## src/rtl/pacc_cfg.svh

```systemverilog
// Constants for the pulse accumulator: offsets, field positions, reset values and timing.
`ifndef PACC_CFG_SVH
`define PACC_CFG_SVH

// ****************************************************************
// Register byte addresses
// ****************************************************************
`define PACC_ADDR_CTRL      4'h0
`define PACC_ADDR_COUNT     4'h4
`define PACC_ADDR_MASK      4'h8
`define PACC_ADDR_FLAG      4'hC

// ****************************************************************
// Field positions
// ****************************************************************
`define PACC_CTRL_DIR_BIT   7
`define PACC_CTRL_EN_BIT    6
`define PACC_CTRL_MODE_BIT  5
`define PACC_CTRL_EDGE_BIT  4
`define PACC_OVF_BIT        5
`define PACC_EDGE_BIT       4

// ****************************************************************
// Reset values and timing
// ****************************************************************
`define PACC_CTRL_RESET     4'h0
`define PACC_MASK_RESET     2'h0
`define PACC_FLAG_RESET     2'h0
`define PACC_GATE_DIV       64

`endif

```

## src/rtl/pacc_pkg.sv

```systemverilog
// Types shared by the pulse accumulator modules.
package pacc_pkg;
  typedef enum logic [1:0] {
    PACC_BUS_IDLE,
    PACC_BUS_WAIT,
    PACC_BUS_DONE
  } pacc_bus_state_t;
endpackage

```

## src/rtl/pacc_top.sv

```systemverilog
// Pulse accumulator: counter, control, flags and Avalon-MM register slave.
`timescale 1ns/1ps
`include "pacc_cfg.svh"
module pacc_top
#(
  parameter int CNT_W    = 8,
  parameter int GATE_DIV = `PACC_GATE_DIV
)
(
  input  wire logic        CLK,
  input  wire logic        RST_N,
  input  wire logic [3:0]  AVS_ADDRESS,
  input  wire logic        AVS_READ,
  input  wire logic        AVS_WRITE,
  input  wire logic [31:0] AVS_WRITEDATA,
  input  wire logic [3:0]  AVS_BYTEENABLE,
  output logic [31:0]      AVS_READDATA,
  output logic             AVS_WAITREQUEST,
  input  wire logic        ACCUM_INPUT_PIN,
  output logic             PORT_A7_DIRECTION,
  output logic             ACCUM_OVERFLOW_IRQ,
  output logic             INPUT_EDGE_IRQ
);
  localparam int DIV_W = $clog2(GATE_DIV);

  if (CNT_W != 8)
  begin : g_bad_cnt_w
    $error("pacc_top: counter width must be 8");
  end
  if (GATE_DIV < 2 || (GATE_DIV & (GATE_DIV - 1)) != 0)
  begin : g_bad_div
    $error("pacc_top: gate divider must be a power of two");
  end

  pacc_pkg::pacc_bus_state_t bus_st_r;
  logic [3:0]       ctrl_r;
  logic [CNT_W-1:0] count_r;
  logic [1:0]       mask_r;
  logic [1:0]       flag_r;
  logic [DIV_W-1:0] div_r;
  logic [DIV_W:0]   gap_r;
  logic [31:0]      rdata_r;
  logic             pin_lvl;
  logic             pin_rise;
  logic             pin_fall;
  logic             sel_edge;
  logic             gate_open;
  logic             tick;
  logic             inc;
  logic             wrap;
  logic             take;
  logic             wr_take;
  logic             byte0_wr;
  logic             en;
  logic             mode;
  logic             edge_sel;

  // ****************************************************************
  // Pin synchroniser
  // ****************************************************************
  pacc_sync pacc_sync_inst
  (
    .CLK       (CLK),
    .RST_N     (RST_N),
    .pin_in    (ACCUM_INPUT_PIN),   // The pin is sampled whatever its direction.
    .level_out (pin_lvl),
    .rise_out  (pin_rise),
    .fall_out  (pin_fall)
  );

  assign en       = ctrl_r[`PACC_CTRL_EN_BIT - 4];
  assign mode     = ctrl_r[`PACC_CTRL_MODE_BIT - 4];
  assign edge_sel = ctrl_r[`PACC_CTRL_EDGE_BIT - 4];

  // ****************************************************************
  // Counting logic
  // ****************************************************************
  assign sel_edge  = edge_sel ? pin_rise : pin_fall;
  assign gate_open = edge_sel ? !pin_lvl : pin_lvl;
  assign tick      = (div_r == DIV_W'(GATE_DIV - 1));
  assign inc       = en && (mode ? (tick && gate_open)
                                 : sel_edge);
  assign wrap      = inc && (count_r == {CNT_W{1'b1}});

  // The divider is free running so gated time does not depend on the gate.
  always_ff @(posedge CLK or negedge RST_N)
  begin
    if (!RST_N)
      div_r <= '0;
    else
      div_r <= div_r + DIV_W'(1);
  end

  // Cycles since the last gated increment, saturating; only the assertions read it.
  // Outside gated mode it stays saturated, so a mode change never looks like a fast count.
  always_ff @(posedge CLK or negedge RST_N)
  begin
    if (!RST_N)
      gap_r <= '1;
    else if (!mode)
      gap_r <= '1;
    else if (inc)
      gap_r <= '0;
    else if (gap_r != '1)
      gap_r <= gap_r + (DIV_W + 1)'(1);
  end

  // ****************************************************************
  // Avalon-MM slave: one wait cycle, then the answer
  // ****************************************************************
  assign take     = (bus_st_r == pacc_pkg::PACC_BUS_WAIT);
  assign wr_take  = take && AVS_WRITE;
  assign byte0_wr = wr_take && AVS_BYTEENABLE[0];
  assign AVS_WAITREQUEST = (AVS_READ || AVS_WRITE) && !take;
  assign AVS_READDATA    = rdata_r;

  always_ff @(posedge CLK or negedge RST_N)
  begin
    if (!RST_N)
      bus_st_r <= pacc_pkg::PACC_BUS_IDLE;
    else
    begin
      unique case (bus_st_r)
        pacc_pkg::PACC_BUS_IDLE:
          if (AVS_READ || AVS_WRITE)
            bus_st_r <= pacc_pkg::PACC_BUS_WAIT;
        pacc_pkg::PACC_BUS_WAIT:
          bus_st_r <= pacc_pkg::PACC_BUS_DONE;
        pacc_pkg::PACC_BUS_DONE:
          bus_st_r <= pacc_pkg::PACC_BUS_IDLE;
      endcase
    end
  end

  // Read data is captured in the cycle before the taking edge, so a read
  // returns count_r as it stood before the capture edge; an increment on that edge or in the wait cycle is not seen.
  always_ff @(posedge CLK or negedge RST_N)
  begin
    if (!RST_N)
      rdata_r <= 32'h0000_0000;
    else if (bus_st_r == pacc_pkg::PACC_BUS_IDLE && AVS_READ)
    begin
      unique case (AVS_ADDRESS)
        `PACC_ADDR_CTRL:  rdata_r <= {24'h000000, ctrl_r, 4'h0};
        `PACC_ADDR_COUNT: rdata_r <= {24'h000000, count_r};
        `PACC_ADDR_MASK:  rdata_r <= {24'h000000, 2'h0, mask_r, 4'h0};
        `PACC_ADDR_FLAG:  rdata_r <= {24'h000000, 2'h0, flag_r, 4'h0};
        default:          rdata_r <= 32'h0000_0000;
      endcase
    end
  end

  // ****************************************************************
  // Registers
  // ****************************************************************
  always_ff @(posedge CLK or negedge RST_N)
  begin
    if (!RST_N)
      ctrl_r <= `PACC_CTRL_RESET;
    else if (byte0_wr && AVS_ADDRESS == `PACC_ADDR_CTRL)
      ctrl_r <= AVS_WRITEDATA[7:4];
  end

  always_ff @(posedge CLK or negedge RST_N)
  begin
    if (!RST_N)
      mask_r <= `PACC_MASK_RESET;
    else if (byte0_wr && AVS_ADDRESS == `PACC_ADDR_MASK)
      mask_r <= AVS_WRITEDATA[5:4];
  end

  // No reset term: the counter keeps its value through reset.
  always_ff @(posedge CLK)
  begin
    if (byte0_wr && AVS_ADDRESS == `PACC_ADDR_COUNT)
      count_r <= AVS_WRITEDATA[CNT_W-1:0];
    else if (inc)
      count_r <= count_r + CNT_W'(1);
  end

  // Hardware set wins over a software clear in the same cycle.
  generate
    for (genvar i = 0; i < 2; i++)
    begin : g_flag
      logic set_ev;
      logic clr_ev;
      assign set_ev = (i == 1) ? wrap
                               : (en && sel_edge);
      assign clr_ev = byte0_wr && AVS_ADDRESS == `PACC_ADDR_FLAG
                      && AVS_WRITEDATA[`PACC_EDGE_BIT + i];
      always_ff @(posedge CLK or negedge RST_N)
      begin
        if (!RST_N)
          flag_r[i] <= 1'b0;
        else if (set_ev)
          flag_r[i] <= 1'b1;
        else if (clr_ev)
          flag_r[i] <= 1'b0;
      end
    end
  endgenerate

  assign ACCUM_OVERFLOW_IRQ = flag_r[1] && mask_r[1];
  assign INPUT_EDGE_IRQ     = flag_r[0] && mask_r[0];
  assign PORT_A7_DIRECTION  = ctrl_r[`PACC_CTRL_DIR_BIT - 4];

  // ****************************************************************
  // Assertions
  // ****************************************************************
  a_overflow_sets: assert property (@(posedge CLK) disable iff (!RST_N)
    wrap |=> flag_r[1])
    else $error("overflow flag not set after wrap");

  a_wrap_to_zero: assert property (@(posedge CLK) disable iff (!RST_N)
    wrap && !wr_take |=> count_r == 8'h00)
    else $error("counter did not wrap to zero");

  a_edge_flag_sets: assert property (@(posedge CLK) disable iff (!RST_N)
    en && sel_edge |=> flag_r[0])
    else $error("edge flag not set on selected edge");

  a_disabled_hold: assert property (@(posedge CLK) disable iff (!RST_N)
    !en && !byte0_wr |=> $stable(count_r))
    else $error("counter moved while disabled");

  a_gate_blocks: assert property (@(posedge CLK) disable iff (!RST_N)
    mode && !gate_open |-> !inc)
    else $error("count while gate inhibited");

  a_gate_rate: assert property (@(posedge CLK) disable iff (!RST_N)
    mode && inc |-> gap_r >= {1'b0, DIV_W'(GATE_DIV - 1)})
    else $error("gated count faster than divider");

  a_ovf_clear: assert property (@(posedge CLK) disable iff (!RST_N)
    byte0_wr && AVS_ADDRESS == `PACC_ADDR_FLAG && AVS_WRITEDATA[5] && !wrap
    |=> !flag_r[1])
    else $error("overflow flag not cleared");

  a_irq_mask: assert property (@(posedge CLK) disable iff (!RST_N)
    !mask_r[1] |-> !ACCUM_OVERFLOW_IRQ)
    else $error("overflow request while masked");

  a_bus_answer: assert property (@(posedge CLK) disable iff (!RST_N)
    AVS_READ && bus_st_r == pacc_pkg::PACC_BUS_IDLE |=> !AVS_WAITREQUEST)
    else $error("bus answer late");

  a_count_write: assert property (@(posedge CLK) disable iff (!RST_N)
    byte0_wr && AVS_ADDRESS == `PACC_ADDR_COUNT
    |=> count_r == $past(AVS_WRITEDATA[7:0]))
    else $error("counter write lost");

  // ****************************************************************
  // Counter, control and bus assertions
  // ****************************************************************
  a_count_step: assert property (@(posedge CLK) disable iff (!RST_N)
    inc && !(byte0_wr && AVS_ADDRESS == `PACC_ADDR_COUNT)
    |=> count_r == $past(count_r) + CNT_W'(1))
    else $error("counter did not step by one");

  a_div_run: assert property (@(posedge CLK) disable iff (!RST_N)
    1'b1 |=> div_r == $past(div_r) + DIV_W'(1))
    else $error("divider not free running");

  a_mode_select: assert property (@(posedge CLK) disable iff (!RST_N)
    en && !mode |-> inc == sel_edge)
    else $error("event mode count not on selected edge");

  a_disabled_idle: assert property (@(posedge CLK) disable iff (!RST_N)
    !en |-> !inc)
    else $error("increment while disabled");

  a_ctrl_write: assert property (@(posedge CLK) disable iff (!RST_N)
    byte0_wr && AVS_ADDRESS == `PACC_ADDR_CTRL
    |=> ctrl_r == $past(AVS_WRITEDATA[7:4]))
    else $error("control write lost");

  a_mask_write: assert property (@(posedge CLK) disable iff (!RST_N)
    byte0_wr && AVS_ADDRESS == `PACC_ADDR_MASK
    |=> mask_r == $past(AVS_WRITEDATA[5:4]))
    else $error("mask write lost");

  a_lane_ignored: assert property (@(posedge CLK) disable iff (!RST_N)
    wr_take && !AVS_BYTEENABLE[0]
    |=> $stable(ctrl_r) && $stable(mask_r))
    else $error("write without byte lane changed a register");

  a_write_answer: assert property (@(posedge CLK) disable iff (!RST_N)
    AVS_WRITE && bus_st_r == pacc_pkg::PACC_BUS_IDLE |=> !AVS_WAITREQUEST)
    else $error("write answer late");

  a_read_hi_zero: assert property (@(posedge CLK) disable iff (!RST_N)
    take && AVS_READ |-> AVS_READDATA[31:8] == 24'h000000)
    else $error("read data upper bits not zero");

  a_flag_low_zero: assert property (@(posedge CLK) disable iff (!RST_N)
    take && AVS_READ && AVS_ADDRESS == `PACC_ADDR_FLAG |-> AVS_READDATA[3:0] == 4'h0)
    else $error("flag low bits not zero");

  // ****************************************************************
  // Flag, request and pin assertions
  // ****************************************************************
  a_edge_clear: assert property (@(posedge CLK) disable iff (!RST_N)
    byte0_wr && AVS_ADDRESS == `PACC_ADDR_FLAG && AVS_WRITEDATA[`PACC_EDGE_BIT]
    && !(en && sel_edge) |=> !flag_r[0])
    else $error("edge flag not cleared");

  a_edge_irq_mask: assert property (@(posedge CLK) disable iff (!RST_N)
    !mask_r[0] |-> !INPUT_EDGE_IRQ)
    else $error("edge request while masked");

  a_ovf_irq_set: assert property (@(posedge CLK) disable iff (!RST_N)
    flag_r[1] && mask_r[1] |-> ACCUM_OVERFLOW_IRQ)
    else $error("overflow request missing");

  a_edge_irq_set: assert property (@(posedge CLK) disable iff (!RST_N)
    flag_r[0] && mask_r[0] |-> INPUT_EDGE_IRQ)
    else $error("edge request missing");

  a_one_rise: assert property (@(posedge CLK) disable iff (!RST_N)
    pin_rise |=> !pin_rise)
    else $error("rising edge reported twice");

  a_one_fall: assert property (@(posedge CLK) disable iff (!RST_N)
    pin_fall |=> !pin_fall)
    else $error("falling edge reported twice");

  a_edge_excl: assert property (@(posedge CLK) disable iff (!RST_N)
    !(pin_rise && pin_fall))
    else $error("rise and fall reported together");

  // ****************************************************************
  // Cover points
  // ****************************************************************
  c_event_count: cover property (@(posedge CLK) disable iff (!RST_N)
    !mode && inc);

  c_gated_count: cover property (@(posedge CLK) disable iff (!RST_N)
    mode && inc);

  c_overflow: cover property (@(posedge CLK) disable iff (!RST_N)
    wrap);

  c_set_and_clear: cover property (@(posedge CLK) disable iff (!RST_N)
    wrap && byte0_wr && AVS_ADDRESS == `PACC_ADDR_FLAG);

  c_both_irqs: cover property (@(posedge CLK) disable iff (!RST_N)
    ACCUM_OVERFLOW_IRQ && INPUT_EDGE_IRQ);
endmodule

```

## src/rtl/pacc_sync.sv

```systemverilog
// Three-stage synchroniser for the accumulator input pin.
`timescale 1ns/1ps
module pacc_sync
(
  input  wire logic CLK,
  input  wire logic RST_N,
  input  wire logic pin_in,
  output logic      level_out,
  output logic      rise_out,
  output logic      fall_out
);
  logic s1_r;
  logic s2_r;
  logic s3_r;
  logic lvl_r;

  // ****************************************************************
  // Sampling chain
  // ****************************************************************
  always_ff @(posedge CLK or negedge RST_N)
  begin
    if (!RST_N)
    begin
      s1_r <= 1'b0;
      s2_r <= 1'b0;
      s3_r <= 1'b0;
    end
    else
    begin
      s1_r <= pin_in;
      s2_r <= s1_r;
      s3_r <= s2_r;
    end
  end

  // A change counts only once the second and third stage agree.
  always_ff @(posedge CLK or negedge RST_N)
  begin
    if (!RST_N)
      lvl_r <= 1'b0;
    else if (s2_r == s3_r)
      lvl_r <= s3_r;
  end

  assign level_out = lvl_r;
  assign rise_out  = (s2_r == s3_r) && s3_r && !lvl_r;
  assign fall_out  = (s2_r == s3_r) && !s3_r && lvl_r;
endmodule

```

## config.mk

```make
export PLATFORM = sky130hd
export DESIGN_NAME = pacc_top
export DESIGN_NICKNAME = d
export VERILOG_FILES = /design/src/rtl/pacc_pkg.sv /design/src/rtl/pacc_top.sv /design/src/rtl/pacc_sync.sv
export VERILOG_INCLUDE_DIRS = /design/src /design/src/rtl
export SDC_FILE = /design/constraint.sdc
export NUM_CORES = 1
export LEC_CHECK = 0
export ABC_AREA = 1
export BUFFER_PORTS_ARGS = -buffer_cell sky130_fd_sc_hd__buf_2
export CAP_MARGIN = 30
export CELL_PAD_IN_SITES_DETAIL_PLACEMENT = 1
export CELL_PAD_IN_SITES_GLOBAL_PLACEMENT = 2
export CORE_MARGIN = 2
export CORE_UTILIZATION = 30
export CTS_BUF_LIST = sky130_fd_sc_hd__clkbuf_8
export DETAILED_ROUTE_END_ITERATION = 16
export GPL_TIMING_DRIVEN = 0
export PLACE_DENSITY_LB_ADDON = 0.08
export SYNTH_ARGS = -nofsm -noshare
export SYNTH_HDL_FRONTEND = slang
export SYNTH_SLANG_ARGS = --single-unit
```

## constraint.sdc

```tcl
create_clock -name CLK -period 3.6 [get_ports CLK]
set_clock_uncertainty 0.15 [all_clocks]
set_input_delay 0.18 -clock CLK [delete_from_list [all_inputs] [get_ports CLK]]
set_output_delay 0.18 -clock CLK [all_outputs]
set_load 0.05 [all_outputs]
```

Word level (Yosys, flattened, before mapping)
Index checks and enable logic that the tools add are counted.
{ "totals": {"register_bits": 60, "inputBits": 45, "elab_cells": 64, "output_inout_bits": 36} }
{ "op_classes": {"n_addsub": 2, "eq_ne": 9, "muxes": 12, "n_reduce_logical": 29} }
{ "op_table": {"columns": ["op", "count"], "rows": [
  ["8-bit case mux with 4 select lines", 1],
  ["1-bit logical AND", 20],
  ["8-bit two-way mux", 2],
  ["8-bit by 1-bit adder with 8-bit output, second input constant", 1],
  ["4-bit == test, second input constant", 2],
  ["8-bit == test, second input constant", 1],
  ["1-bit two-way mux", 7],
  ["6-bit by 1-bit adder with 6-bit output, second input constant", 1],
  ["6-bit == test, second input constant", 1],
  ["2-bit case mux with 3 select lines", 1],
  ["2-bit nonzero test", 3],
  ["4-bit by 3-bit == test with 1-bit output, second input constant", 1],
  ["4-bit logical NOT", 1],
  ["1-bit logical NOT", 3],
  ["2-bit by 1-bit == test with 1-bit output, second input constant", 1],
  ["2-bit == test, second input constant", 1],
  ["2-bit logical NOT", 1],
  ["2-bit two-way mux", 1],
  ["2-bit inequality test, second input constant", 1],
  ["1-bit == test", 1],
  ["1-bit logical OR", 1]
]} }

Logic depth before layout (Yosys ltp)
{ "depth": {"word_depth": 8, "mapped_depth": 8, "mapped_depth_nobuf": 8} }

Modules after synthesis
A second synthesis with hierarchy kept.
{ "unflattened": {"cells_unflattened": 241, "hier_area_um2": 2084.5} }
{ "modules_own_cells": {"columns": ["mod", "area_each_um2", "seq_area_each_um2", "instances", "cells_each"], "rows": [
  ["pacc_top", 1921.8, 840.8, 1, 225],
  ["pacc_sync", 162.7, 100.1, 1, 16]
]} }

Worst setup path after synthesis
OpenSTA, ideal clock, no wires.
{ "synth_timing": {"path_type": "reg-to-output", "startpoint": "register bus_st_r[0]", "endpoint": "output port AVS_WAITREQUEST", "path_buffers": 0, "setup_slack_ns": 1.861, "required_time_ns": 3.270, "path_stages_with_launch": 3, "arrival_time_ns": 1.409, "cell_sequence": "dfrtp_1 ha_1 a21oi_1"} }
{ "synth_via": {"elab_chain_cells": 3} }
{ "synth_lines": {"columns": ["item", "line", "text"], "rows": [
  ["from (decl)", "pacc_top.sv:35", "pacc_pkg::pacc_bus_state_t bus_st_r;"],
  ["from (signal assigned)", "pacc_top.sv:120", "bus_st_r <= pacc_pkg::PACC_BUS_IDLE;"],
  ["from (signal assigned)", "pacc_top.sv:126", "bus_st_r <= pacc_pkg::PACC_BUS_WAIT;"],
  ["from (signal assigned)", "pacc_top.sv:128", "bus_st_r <= pacc_pkg::PACC_BUS_DONE;"],
  ["2-bit by 1-bit == test with 1-bit output", "pacc_top.sv:111", "assign take = (bus_st_r == pacc_pkg::PACC_BUS_WAIT);"],
  ["1-bit logical NOT", "pacc_top.sv:114", "assign AVS_WAITREQUEST = (AVS_READ || AVS_WRITE) && !take;"],
  ["1-bit logical AND", "pacc_top.sv:114", null],
  ["to (decl)", "pacc_top.sv:18", "output logic AVS_WAITREQUEST,"]
]} }
No other way between the ends.

Worst setup path in the final report
{ "layout_timing": {"startpoint": "register bus_st_r[1]", "endpoint": "register count_r[5] (enable)"} }
{ "layout_via": {"elab_chain_cells": 5} }
{ "layout_lines": {"columns": ["item", "line", "text"], "rows": [
  ["2-bit by 1-bit == test with 1-bit output", "pacc_top.sv:111", null],
  ["1-bit logical AND", "pacc_top.sv:112", "assign wr_take = take && AVS_WRITE;"],
  ["1-bit logical AND", "pacc_top.sv:113", "assign byte0_wr = wr_take && AVS_BYTEENABLE[0];"],
  ["1-bit logical AND (no source line)", null, null],
  ["2-bit nonzero test (no source line)", null, null],
  ["to (signal assigned)", "pacc_top.sv:176", "count_r <= AVS_WRITEDATA[CNT_W-1:0];"],
  ["to (signal assigned)", "pacc_top.sv:178", "count_r <= count_r + CNT_W'(1);"],
  ["to (decl)", "pacc_top.sv:37", "logic [CNT_W-1:0] count_r;"]
]} }
No other way between the ends.
A chain may end at the register's enable or synchronous reset.

==> reports/metrics.cfg <==
[status]
status = completed

[setup_path]
required_ns = 3.40
worstSetupPathType = reg -> reg
endpoint_kind = flip-flop
r2r-start = bus_st_r[1]
cp_max_fo = 8
worst-r2r-cell-count = 6
r2r-end = count_r[5]
cp.arrival_ns = 1.73
regToRegSetupSlack_ns = 1.67
crit_path_start_kind = flip-flop

[cells_and_area]
layout.nets = 352
area_growth_pct = 23.45
num_antenna_cells = 0
drive_above_1_share = 0.2591

[synth]
ys_types = 28
synth.yosys.seq_area_share = 0.4569
synth.cell_area_sq_um = 2059
ys_seq_elements = 36
synth_warnings = 0
syn_avg_cell_area_sq_um = 8.690
syn_inst = 237

[hold_path]
holdCritStartpoint = AVS_WRITEDATA[2]
holdPathEnd = count_r[2]
whs_path_depth = 3
hp-class = in -> reg

[timing]
final_hold_viol_count = 0
holdWs_ns = 0.01771
setup_viol = 0
slew_viol_final = 0
finalCritPeriodShare = 0.5362
rsz0062_at_grt = false
fmaxAchievable_mhz = 518.1
tns_ns = 0
tightestPinTransition_ns = 0.6592
layout_setup_ws_ns = 1.670
max_slew_margin = 0.5605
min_period_ns = 1.930

[die]
die_h_um = 86.86
design.core.area_sq_um = 6719
initial_utilization = 0.3065
pin_count = 81
rows = 30
design.die.area_sq_um = 7544
die_w_um = 86.86

[pwr]
ir_drop_mv = 0.2834
p_leak_uw = 0.001418
p_per_area_nw_per_um2 = 590.7
p_sw_frac = 0.4083
p_clk_frac = 0.238
internal_power_uw = 888.7
pwr-share-comb = 0.363
p_seq_frac = 0.399
power.switching_uw = 613.2

[drt]
wl_um = 4310
vias = 1605
drc = 0
drt_first_pass_iters = 3
wl_per_cell_um = 11.31
drtIter0Drc = 58
ant_nets = 0
avgViaCountPerCell = 4.213

[global_routing]
grt_pass1_vias = 1547
grt_usage = 0.1263
grt_overflow = 0
grt_max_degree = 29
grt_pass1_wl_um = 7376
antenna_found_initial = 0

[clock_tree]
cts_tree = done
numCtsBuffers = 5
cts.sinks = 36
clock_latency_ns = 0.29
cts_resized = 0
h-tree-depth = 2
clkTransAtPathRegs_ns = 0.07
cts_root_buf = clkbuf_8
cts.path.max_buffers = 2

[place]
place_congestion = 0.7950
dpl_worst_slack_ns = 1.634
dp_hpwl_um = 3376
port_buffers = 29

[flow_run]
drv_cap = 0

==> through the flow <==
stage	util	cell area (sq um)	instances	power, uW
floorplan	-	2146	260	1024
global placement	0.3559	2391	369	1152
detailed placement	0.3559	2391	369	1159
CTS	0.3784	2542	381	1528
global route	0.3784	2542	381	1615
finish	0.3784	2542	381	1502
==> layer usage <==
layer	GRT usage	share of wire
met1	0.1733	0.49
met5	0	0
met3	0.02844	0.044
met2	0.1964	0.46
met4	0.04261	0.0084
==> cells in the final DEF (no fill, tap or decap), drive strengths merged <==
cell | netlist | layout
conb | 1 | 24
clkinv | 0 | 1
a21oi | 4 | 4
ha | 7 | 7
nor3 | 2 | 2
nor2 | 15 | 15
dlygate4sd3 | 0 | 4
inv | 27 | 27
xor2 | 6 | 6
bufinv | 0 | 1
clkbuf | 0 | 5
clkinvlp | 0 | 1
xnor2 | 1 | 1
nand4 | 1 | 1
o21ai | 18 | 18
buf | 26 | 55
edfxtp | 8 | 8
dfrtp | 28 | 28
nand3 | 21 | 21
nand2 | 70 | 70
o22ai | 2 | 2
==> power groups by stage <==
stage	Sequential [uW]	Clock [uW]	Combinational, uW
floorplan	682	0	341
finish	599	358	545
global placement	608	0	544
detailed placement	609	0	549
CTS	601	372	555
global route	616	388	611
==> synth_stat cells <==
master    count  area share
nand3_1      20       0.049
nand2_4       2       0.011
nor3_1        2      0.0049
xor2_1        6       0.026
buf_4        24       0.087
inv_2         2      0.0036
nand3_4       1      0.0085
buf_8         1      0.0073
nand4_1       1      0.0030
conb_1        1      0.0018
nor2_8        2       0.019
dfrtp_1      28        0.34
o22ai_1       2      0.0061
a21oi_1       3      0.0073
nor2_4        2       0.011
nor2_1       10       0.018
o21ai_2       3       0.013
edfxtp_1      8        0.12
inv_1        25       0.046
ha_1          7       0.043
buf_6         1      0.0055
nand2_2       1      0.0030
nand2_1      67        0.12
o21ai_1       1      0.0024
a21oi_2       1      0.0043
o21ai_0      14       0.034
nor2_2        1      0.0030
xnor2_1       1      0.0043
==> worst max-delay path: stages, from the launching register on <==
cell and delay, ns:
dfrtp_1 0.36, inv_1 0.11, ha_1 0.23, nand3_4 0.17, nor2_8 0.17, inv_2 0.08
nand2_1 0.31
==> worst max-delay path by stage <==
stage	startpoint	to	slack, ns	cells after the start
2_1_floorplan	bus_st_r[0]	AVS_WAITREQUEST	1.86	2
3_3_place_gp	bus_st_r[1]	count_r[0]	1.65	6
3_5_place_dp	bus_st_r[1]	count_r[0]	1.63	6
4_1_cts	bus_st_r[1]	count_r[6]	1.62	6
5_1_grt	bus_st_r[1]	count_r[3]	1.55	6
6_report	bus_st_r[1]	count_r[5]	1.67	6
==> registers in the layout, indices dropped and copies added (netlist names), 2 cells and up <==
name          flops
bus_st_r          2
ctrl_r            4
AVS_READDATA      8
count_r           8
mask_r            2
flag_r            2
div_r             6
==> kinds of logic (layout without fill, tap and decap cells) <==
group,after synthesis,count (layout),share of synthesized area
AND/OR/NAND/NOR,109,109,0.2527
buffers and inverters,53,94,0.1495
flip-flops,36,36,0.4569
AO/OA/AOI/OAI,24,24,0.06683
adder cells (fa/ha/maj),7,7,0.04253
XOR/XNOR,7,7,0.02977
other,1,24,0.001821
==> timing repair <==
item	4_1_cts	5_1_grt
endpoints found under the hold margin	31	0
setup buffers	0	0
hold buffers	4	0
==> layout make-up <==
type                       count  area, sq um
clock buffer                   5        68.82
multi-input combinational    171        897.1
fill                         822         4177
inverter                      27        101.3
tap                           80        100.1
clock inverter                 3        42.54
buffer                        26        206.4
timing repair buffer          33        185.2
sequential                    36        940.9
Note: power is estimated with default switching activity, not from simulation.
